### src/hdl/prog_ctrl_pkg.sv
package prog_ctrl_pkg;

  // System clock rate in kHz.
  localparam int unsigned SYS_CLK_KHZ = 40000;

  // Pin widths of the memory part.
  localparam int ADDR_W = 14;  // Width of address_lines.
  localparam int DATA_W = 8;   // Width of data_lines.

  // Program pulse width, nominal and bounds, in microseconds.
  localparam int unsigned PULSE_NOM_US = 100;
  localparam int unsigned PULSE_MIN_US = 95;
  localparam int unsigned PULSE_MAX_US = 105;
  // Nominal pulse lies inside the bounds, so the nominal count is used.
  localparam int unsigned PULSE_CYC = PULSE_NOM_US * SYS_CLK_KHZ / 1000;

  // Setup time for address, data, strobes and supply, in microseconds (least time).
  localparam int unsigned SETUP_US  = 2;
  localparam int unsigned SETUP_CYC = (SETUP_US * SYS_CLK_KHZ + 999) / 1000;

  // Data valid after output gate falls, in nanoseconds (longest wait, rounded up to be safe).
  localparam int unsigned OE_VALID_NS  = 130;
  localparam int unsigned OE_VALID_CYC = (OE_VALID_NS * SYS_CLK_KHZ + 999999) / 1000000;

  // Timer width and most pulses per byte.
  localparam int TMR_W = 13;
  localparam logic [3:0] MAX_PULSES = 4'ha;

  // Erased byte value.
  localparam logic [DATA_W-1:0] ERASED_BYTE = 8'hff;

  // Controller states, Gray coded along the programming path.
  typedef enum logic [3:0] {
    ST_IDLE   = 4'h0,
    ST_SETUP  = 4'h1,
    ST_PULSE  = 4'h3,
    ST_HOLD   = 4'h2,
    ST_VGATE  = 4'h6,
    ST_VCHECK = 4'h7,
    ST_DONE   = 4'h5,
    ST_READ   = 4'h4,
    ST_RCHECK = 4'hc
  } state_type;

  // Operation requested by the user side.
  typedef enum logic [1:0] {
    OP_READ    = 2'h0,
    OP_PROGRAM = 2'h1,
    OP_IDENT   = 2'h2
  } op_type;

endpackage : prog_ctrl_pkg

### src/hdl/pin_sync.sv
`timescale 1ns/1ps
// Two-stage synchroniser for pin inputs; the first stage feeds only the second.
module pin_sync
  import prog_ctrl_pkg::*;
#(
  parameter int WIDTH = 8
) (
  input  wire logic             sys_clk,  // System clock.
  input  wire logic             rst,      // Asynchronous reset, active high.
  input  wire logic [WIDTH-1:0] din,      // Asynchronous pin levels.
  output logic      [WIDTH-1:0] dout      // Synchronised levels.
);

  logic [WIDTH-1:0] meta_q;  // First stage, read only by the second.

  // Both stages clear to zero at reset.
  always_ff @(posedge sys_clk or posedge rst) begin
    if (rst) begin
      meta_q <= '0;
      dout   <= '0;
    end else begin
      meta_q <= din;
      dout   <= meta_q;
    end
  end

endmodule : pin_sync

### src/hdl/prog_ctrl.sv
`timescale 1ns/1ps
module prog_ctrl
  import prog_ctrl_pkg::*;
(
  input  wire logic              sys_clk,          // System clock, 40 MHz.
  input  wire logic              rst,              // Asynchronous reset, active high.
  input  wire logic              req_valid,        // Request strobe, one cycle.
  input  wire op_type            req_op,           // Requested operation.
  input  wire logic [ADDR_W-1:0] req_addr,         // Target address.
  input  wire logic [DATA_W-1:0] req_data,         // Data to program.
  output logic                   busy,             // Operation in progress.
  output logic                   done,             // Completion pulse.
  output logic                   fail,             // Program failed, with done.
  output logic      [DATA_W-1:0] rd_data,          // Byte read or last verify byte.
  output logic      [3:0]        pulse_count,      // Pulses used on last byte.
  output logic      [ADDR_W-1:0] address_lines,    // Address pins.
  output logic      [DATA_W-1:0] data_lines_o,     // Data pin drive value.
  output logic      [DATA_W-1:0] data_lines_oe,    // Data pin enables, high drives.
  input  wire logic [DATA_W-1:0] data_lines_i,     // Data pin levels.
  output logic                   chip_select_n,    // Chip select, active low.
  output logic                   output_gate_n,    // Output gate, active low.
  output logic                   write_strobe_n,   // Write strobe, active low.
  output logic                   supply_elevated,  // Programming supply at elevated level.
  output logic                   identity_select_line  // Identity line at elevated level.
);

  state_type         state_q, state_d;   // Controller state.
  op_type            op_q;               // Latched operation.
  logic [TMR_W-1:0]  tmr_q;              // Phase timer.
  logic [DATA_W-1:0] want_q;             // Intended byte.
  logic [DATA_W-1:0] rd_sync;            // Synchronised data pins.
  logic              tmr_zero;           // Timer expired.
  logic              match;              // Read byte equals intended byte.
  logic              at_limit;           // Pulse limit reached.
  logic              accept;             // Request taken at this edge.
  op_type            op_d;               // Operation in force from this edge on.
  logic [DATA_W-1:0] want_d;             // Intended byte in force from this edge on.

  // Data pins come from outside the clock domain, so they are synchronised.
  pin_sync #(.WIDTH(DATA_W)) u_data_sync (
    .sys_clk (sys_clk),
    .rst     (rst),
    .din     (data_lines_i),
    .dout    (rd_sync)
  );

  // Verify compares the whole byte, so untouched ones are checked too.
  assign tmr_zero = (tmr_q == '0);
  assign match    = (rd_sync == want_q);
  assign at_limit = (pulse_count == MAX_PULSES);

  // The pin registers load at the accept edge, while op_q and want_q are only
  // being loaded there. Looking at the old values would leave the previous
  // operation's supply or identity level on the pins for one cycle, and would
  // drive the previous byte in the first setup cycle, cutting data setup short.
  assign accept = (state_q == ST_IDLE) && req_valid;
  assign op_d   = accept ? req_op : op_q;
  assign want_d = accept ? req_data : want_q;

  // Next-state decoding.
  always_comb begin
    state_d = state_q;
    unique case (state_q)
      ST_IDLE: begin
        if (req_valid) begin
          state_d = (req_op == OP_PROGRAM) ? ST_SETUP : ST_READ;
        end
      end
      ST_SETUP: begin
        // Address, data and supply settle before the strobe falls.
        if (tmr_zero) begin
          state_d = ST_PULSE;
        end
      end
      ST_PULSE: begin
        if (tmr_zero) begin
          state_d = ST_HOLD;
        end
      end
      ST_HOLD: begin
        if (tmr_zero) begin
          state_d = ST_VGATE;
        end
      end
      ST_VGATE: begin
        if (tmr_zero) begin
          state_d = ST_VCHECK;
        end
      end
      ST_VCHECK: begin
        // Stop on first match; otherwise pulse again until the limit.
        if (match || at_limit) begin
          state_d = ST_DONE;
        end else begin
          state_d = ST_SETUP;
        end
      end
      ST_READ: begin
        if (tmr_zero) begin
          state_d = ST_RCHECK;
        end
      end
      ST_RCHECK: state_d = ST_DONE;
      ST_DONE:   state_d = ST_IDLE;
      default:   state_d = ST_IDLE;
    endcase
  end

  // State register.
  always_ff @(posedge sys_clk or posedge rst) begin
    if (rst) begin
      state_q <= ST_IDLE;
    end else begin
      state_q <= state_d;
    end
  end

  // Phase timer, loaded on each state entry.
  always_ff @(posedge sys_clk or posedge rst) begin
    if (rst) begin
      tmr_q <= '0;
    end else if (state_d != state_q) begin
      unique case (state_d)
        ST_PULSE: tmr_q <= TMR_W'(PULSE_CYC - 1);
        ST_READ:  tmr_q <= TMR_W'(SETUP_CYC + OE_VALID_CYC + 2);
        ST_VGATE: tmr_q <= TMR_W'(OE_VALID_CYC + 2);
        default:  tmr_q <= TMR_W'(SETUP_CYC - 1);
      endcase
    end else if (!tmr_zero) begin
      tmr_q <= tmr_q - 1'b1;
    end
  end

  // Request capture; a request while busy is ignored.
  always_ff @(posedge sys_clk or posedge rst) begin
    if (rst) begin
      op_q          <= OP_READ;
      want_q        <= ERASED_BYTE;
      address_lines <= '0;
    end else if (state_q == ST_IDLE && req_valid) begin
      op_q          <= req_op;
      want_q        <= req_data;
      address_lines <= req_addr;
    end
  end

  // Pulse counter, counting strobe pulses on the current byte.
  always_ff @(posedge sys_clk or posedge rst) begin
    if (rst) begin
      pulse_count <= '0;
    end else if (state_q == ST_IDLE && req_valid) begin
      pulse_count <= '0;
    end else if (state_q == ST_SETUP && state_d == ST_PULSE) begin
      pulse_count <= pulse_count + 1'b1;
    end
  end

  // Pin drive. Only one part is driven, so a single select suffices; parallel
  // parts would need one select per part.
  always_ff @(posedge sys_clk or posedge rst) begin
    if (rst) begin
      chip_select_n        <= 1'b1;
      output_gate_n        <= 1'b1;
      write_strobe_n       <= 1'b1;
      supply_elevated      <= 1'b0;
      identity_select_line <= 1'b0;
      data_lines_o         <= ERASED_BYTE;
      data_lines_oe        <= '0;
    end else begin
      chip_select_n        <= (state_d == ST_IDLE) || (state_d == ST_DONE);
      supply_elevated      <= (op_d == OP_PROGRAM) && (state_d != ST_IDLE);
      identity_select_line <= (op_d == OP_IDENT) && (state_d == ST_READ ||
                                                     state_d == ST_RCHECK);
      // Gate low only while reading or verifying, so the part drives then.
      output_gate_n  <= !(state_d == ST_READ || state_d == ST_RCHECK ||
                          state_d == ST_VGATE || state_d == ST_VCHECK);
      write_strobe_n <= (state_d != ST_PULSE);
      // Host drives data only in program phases, with the gate high.
      data_lines_o   <= want_d;
      data_lines_oe  <= {DATA_W{state_d == ST_SETUP || state_d == ST_PULSE ||
                                state_d == ST_HOLD}};
    end
  end

  // Status outputs.
  always_ff @(posedge sys_clk or posedge rst) begin
    if (rst) begin
      busy    <= 1'b0;
      done    <= 1'b0;
      fail    <= 1'b0;
      rd_data <= ERASED_BYTE;
    end else begin
      busy <= (state_d != ST_IDLE);
      done <= (state_d == ST_DONE);
      if (state_q == ST_VCHECK || state_q == ST_RCHECK) begin
        rd_data <= rd_sync;
      end
      if (state_q == ST_VCHECK && state_d == ST_DONE) begin
        fail <= !match;
      end else if (state_q == ST_RCHECK) begin
        fail <= 1'b0;
      end else if (state_d == ST_IDLE) begin
        // The flag stands with done only and drops once the block is idle.
        fail <= 1'b0;
      end
    end
  end

endmodule : prog_ctrl

### config.mk
export PLATFORM = sky130hd
export DESIGN_NAME = prog_ctrl
export DESIGN_NICKNAME = d
export VERILOG_FILES = /design/src/hdl/prog_ctrl_pkg.sv /design/src/hdl/pin_sync.sv /design/src/hdl/prog_ctrl.sv
export SDC_FILE = /design/constraint.sdc
export NUM_CORES = 1
export LEC_CHECK = 0
export BUFFER_PORTS_ARGS = -buffer_cell sky130_fd_sc_hd__buf_2
export CORE_ASPECT_RATIO = 0.6
export CORE_MARGIN = 2
export CORE_UTILIZATION = 40
export DETAILED_ROUTE_END_ITERATION = 8
export PLACE_DENSITY_LB_ADDON = 0.1
export SYNTH_ARGS = -nofsm -noshare
export SYNTH_HDL_FRONTEND = slang
export SYNTH_HIERARCHICAL = 1
export SYNTH_SLANG_ARGS = --single-unit
export TNS_END_PERCENT = 20
### constraint.sdc
create_clock -name sys_clk -period 2.6 [get_ports sys_clk]
set_input_delay 0.26 -clock sys_clk [delete_from_list [all_inputs] [get_ports sys_clk]]
set_output_delay 0.26 -clock sys_clk [all_outputs]
set_load 0.05 [all_outputs]
==> results of run 1 <==
path summary, 6_finish.rpt:
check                                           start                     to  slack, ps  cells after the start
worst max-delay path                         tmr_q[0]               tmr_q[6]         80                      9
worst min-delay path                              rst         pulse_count[0]         -6                      3
worst max register to register               tmr_q[0]               tmr_q[6]         80                      9
worst min register to register  u_data_sync/meta_q[2]    u_data_sync/dout[2]        350                      0
max in group asynchronous                         rst    u_data_sync/dout[4]       2180                      2
min in group sys_clk                  data_lines_i[0]  u_data_sync/meta_q[0]         40                      1
where the power goes:
group          switching, mW  internal (mW)  total [mW]
sequential           0.00574           1.23        1.23
combinational         0.0395         0.0289      0.0684
clock                  0.455          0.697        1.15
placed cells by master (no fill, tap or decap), drive strengths merged, types with 3 or more instances in the layout:
master and n:
or4 3, nand2b 5, mux2i 3, clkinv 3
xor2 4, dfstp 19, o31ai 4, a21oi 8
ha 3, nand4 3, nor4 6, buf 95
or2 4, xnor2 17, o21ai 13, inv 8
nor2 17, mux2 10, nand2 80, nand3 5
nor3 6, dfrtp 59, clkbuf 13, nor2b 5
per-layer routing:
layer / part of all wire [%] / track usage [%] / up-vias
met5: 0 / 0 / -
li1: - / - / 1268
met3: 7.9 / 5.539 / 11
met4: 1.0 / 5.056 / 0
met1: 50 / 26.23 / 1240
met2: 41 / 23.28 / 84
layout make-up:
| type | count | area (um2) |
|---|---|---|
| Inverter | 8 | 30.03 |
| Timing Repair Buffer | 95 | 515.5 |
| Clock buffer | 13 | 260.3 |
| Sequential cell | 78 | 1976 |
| Multi-Input combinational cell | 221 | 1330 |
| Fill cell | 782 | 4188 |
| Clock inverter | 3 | 18.77 |
| Tap cell | 112 | 140.1 |
cell families after synthesis:
kind of cell               synth area share (%)
muxes                                     4.228
DFF                                       57.07
and+or+nand+nor                           20.64
adders and majority gates                 1.084
AOI/OAI and AO/OA                         6.831
buffers and inverters                     4.843
xor gates and xnor gates                  5.312
metrics by stage:
| stage | setup TNS, ps | area [um2] | setup slack [ps] | util, % |
|---|---|---|---|---|
| after floorplan | 0 | 3462 | 44.05 | - |
| after global placement | 0 | 3965 | 109.9 | 46.88 |
| after detailed placement | 0 | 3965 | 41.11 | 46.88 |
| after CTS | 0 | 4244 | 26.59 | 50.18 |
| after global routing | -27.44 | 4270 | -20.32 | 50.49 |
| final | 0 | 4270 | 76.53 | 50.49 |
critical path, delay by kind of cell (launching register included):
family | cells | cell delay, ps
adders and majority gates | 1 | 160
and+or+nand+nor | 2 | 710
AOI/OAI and AO/OA | 3 | 600
muxes | 1 | 310
buffers and inverters | 2 | 300
DFF | 1 | 370
registers in the layout (all words and copies together), names as in the netlist:
| register | count |
|---|---|
| u_data_sync/dout | 8 |
| pulse_count | 4 |
| data_lines_o | 8 |
| op_q | 2 |
| chip_select_n | 1 |
| output_gate_n | 1 |
| rd_data | 8 |
| tmr_q | 13 |
| data_lines_oe | 1 |
| done | 1 |
| write_strobe_n | 1 |
| address_lines | 14 |
| u_data_sync/meta_q | 8 |
| fail | 1 |
| supply_elevated | 1 |
| busy | 1 |
| identity_select_line | 1 |
| state_q | 4 |
timing repair:
action / 4_1_cts / 5_1_grt
setup endpoints to repair: 0 / 7
gates resized for setup: 0 / 2
endpoints found under the hold margin: 0 / 0
buffers inserted: 0 / 2
==> impl_metrics.toml, run 1 <==
[logic_synthesis]
syn_avg_cell_area_um2 = 10.69
synth_most_common_cell = "nand2_1"
synth-edff-count = 0
ys_ff_latch = 78
yosysSeqAreaShare_pct = 57.07
netlist_top_cells_area = "dfrtp_1 (43%), dfstp_2 (14%), nand2_1 (8.7%)"
synth_top_area_share_pct = 42.65
yosys.area.top_type = "dfrtp_1"
yosysWarnings = 6
yosys-top-cells-count = "nand2_1 (80), dfrtp_1 (59), dfstp_2 (19)"
synth_cell_types = 49
syn-num-nets = 362
synth_ff_type = "dfrtp_1"
synth_area_um2 = 3462
syn_inst = 324
synthArstFlopShare_pct = 100.0

[placed_design]
port_buffers = 84
dp_hpwl_um = 5447
placedCellCount = 511
place_congestion = 0.8173

[die]
die_h_um = 76.07
fp.dieW_um = 124.1
core_um2 = 8458
ios = 85
rows = 26
start_util_pct = 40.93
die-area_um2 = 9440

[sta]
worst_clock_skew_ps = 8.848
hold_viol = 9
slew_viol_final = 0
tightest_slew_ps = 808.2
hold_slack_ps = -5.877
maxSlewHeadroom_pct = 45.76
setup_viol = 0
timing.fmax_mhz = 396.3
period_needed_ps = 2523
fin_crit_sh_pct = 97.06

[pwr]
p_per_area_nw_per_um2 = 574.8
vdd_ir_drop_max_mv = 0.4215
p_leak_nw = 2.059
p_total_mw = 2.454

[global_route]
antenna_found_initial = 0
grt_pass1_wl_um = 12340
gr-total-overflow = 0
grt_pass1_vias = 2382
track_usage_pct = 17.24
grt_max_degree = 63

[finish]
final_cells = 530
nNetsFinal = 451
diodes = 0
drive_above_1_share_pct = 36.84
area_growth_pct = 23.35

[drt]
drc = 0
wl_per_cell_um = 14.60
drt_wl_total_um = 7739
drt_iter0_drc = 179
ant_nets = 0
routed_via_density = 4.911
via_count = 2603
drt_pass1_iterations = 4

[setup_path]
cp_max_fo = 7
worst_ep_required_time_ps = 2850
critPathMaxStageDelay_ps = 410
slowest_stage = "or3b_4"
setup.worst_path.class = "reg2reg"
worstPathCellList = "inv_1, ha_1, or3b_4, nor4_4, buf_4, a211o_2, a32o_2, mux2_4, a31oi_1"
arrival_ps = 2770
cp-end-kind = "register"
worstSetupStartpointType = "register"

[cts]
root_buffer = "clkbuf_16"
clkTransAtPathRegs_ps = 60
insertion_delay_ps = 330
htreeDepth = 3
cts_buffer_depth = 2
cts_inserted_buffers = 9
cts_tree = "done"
postCtsHoldBufs = 0
cts_sinks = 78

[run_status]
status = "complete, but fails checks"
violations = "negative hold slack"

[flow_run]
maxCapViolCount = 0

[worst_hold_path]
min_path_type = "in2async"
No activity file was read; power rests on OpenSTA's default activity.
==> run 2, diff against run 1 <==
Settings changed: PLACE_DENSITY set to 0.73, PLACE_DENSITY_LB_ADDON 0.1 to not set.
==> impl_metrics.toml, run 2 (synthesis gave the netlist of run 1 again) <==
[run_status]
status = "complete, but fails checks"
violations = "negative hold slack"

[cts]
cts_sinks = 78
cts_tree = "done"
clkTransAtPathRegs_ps = 60
htreeDepth = 3
postCtsHoldBufs = 0
root_buffer = "clkbuf_16"
insertion_delay_ps = 330
cts_buffer_depth = 2
cts_inserted_buffers = 9

[sta]
worst_clock_skew_ps = 3.276
slew_viol_final = 0
hold_slack_ps = -1.197
rsz0062_at_grt = "no"
timing.fmax_mhz = 393.6
hold_viol = 2
tightest_slew_ps = 748.5
fin_tns_setup_ps = 0
maxSlewHeadroom_pct = 49.76
period_needed_ps = 2541
fin_crit_sh_pct = 97.73
setup_viol = 0

[drt]
via_count = 2586
wl_per_cell_um = 14.43
drt_wl_total_um = 7649
ant_nets = 0
drc = 0
drt_pass1_iterations = 4
routed_via_density = 4.879
drt_iter0_drc = 180

[flow_run]
maxCapViolCount = 0

[global_route]
antenna_found_initial = 0
grt_pass1_vias = 2632
grt_max_degree = 35
grt_pass1_wl_um = 13230
track_usage_pct = 18.34
gr-total-overflow = 0

[die]
rows = 26
fp.dieW_um = 124.1
core_um2 = 8458
die_h_um = 76.07
start_util_pct = 40.93
ios = 85
die-area_um2 = 9440

[setup_path]
worstPathCellList = "or4_4, nor4_4, buf_4, buf_4, nor4b_1, xor2_1, a311oi_1, a31oi_2"
worstSetupStartpointType = "register"
slowest_stage = "or4_4"
path_common_cell = "buf_4"
critPathMaxStageDelay_ps = 580
cp-end-kind = "register"
cp_max_fo = 13
setup.worst_path.class = "reg2reg"
worst_ep_required_time_ps = 2800
arrival_ps = 2740

[finish]
area_growth_pct = 25.12
diodes = 0
final_common_cell = "buf_2"
top_register = "address_lines"
nNetsFinal = 451
final_cell_mix = "buf_2 (84), nand2_1 (80), dfrtp_1 (58)"
fillCellCount = 767
top_regs = "address_lines x14, tmr_q x13"
drive_above_1_share_pct = 38.04
largest_reg_flops = 14

[pwr]
p_leak_nw = 2.072
vdd_ir_drop_max_mv = 0.3443
p_total_mw = 2.641
p_per_area_nw_per_um2 = 609.8

[worst_hold_path]
min_path_type = "in2async"

[placed_design]
port_buffers = 84
place_congestion = 0.9321
dp_hpwl_um = 5563
==> run 2: area by class of cell <==
class / count / area [um2] / share of cell area, %
Timing Repair Buffer: 96 / 523.0 / 12.07
Inverter: 8 / 30.03 / 0.6932
Clock inverter: 5 / 82.58 / 1.906
Clock buffer: 11 / 242.7 / 5.604
Sequential cell: 78 / 1977 / 45.64
Tap cell: 112 / 140.1 / 3.235
Multi-Input combinational cell: 220 / 1336 / 30.85
==> run 2: report_power, final <==
group / leakage [nW] / switching [mW] / internal (mW) / total [mW]
Clock: 0.148 / 0.474 / 0.866 / 1.34
Combinational: 1.02 / 0.0380 / 0.0287 / 0.0667
Sequential: 0.906 / 0.00621 / 1.23 / 1.23
==> run 2: final timing paths <==
kind	start	end	slack (ps)	cells past startpoint
max in group asynchronous	rst	write_strobe_n	1840	3
worst max-delay path	tmr_q[3]	tmr_q[6]	60	8
worst min-delay path	rst	u_data_sync/meta_q[5]	-1	2
worst max register to register	tmr_q[3]	tmr_q[6]	60	8
min in group sys_clk	data_lines_i[3]	u_data_sync/meta_q[3]	30	1
worst min register to register	u_data_sync/meta_q[0]	u_data_sync/dout[0]	350	0
==> run 2: through the flow <==
step,util (%),cells,area (um2),worst slack [ps]
final,51.21,530,4332,59.15
after global routing,51.21,530,4332,3.221
after CTS,50.93,529,4308,25.87
after detailed placement,46.97,512,3973,55.21
after global placement,46.97,512,3973,127.2
after floorplan,-,324,3462,44.05
==> run 2: repair_timing <==
action                                  CTS  global route
resized for setup                         1             4
endpoints found under the setup margin    1             1
setup buffers                             1             1
pin swaps                                 1             2
==> run 2: critical path: cells and delay by family (launching register included) <==
kind,cells,cell delay [ps]
AND/OR/NAND/NOR,3,980
AO/OA/AOI/OAI,2,460
flip-flops,1,430
buffers and inverters,2,350
XOR/XNOR,1,160
==> run 2: layer usage <==
metal,part of all wire (%),track usage [%],vias up,wire [um]
met5,0,0,-,0
met4,0.41,4.382,0,31
met3,6.7,7.485,4,512
met2,44,26.07,76,3335
met1,49,26.15,1256,3769
li1,-,-,1250,-
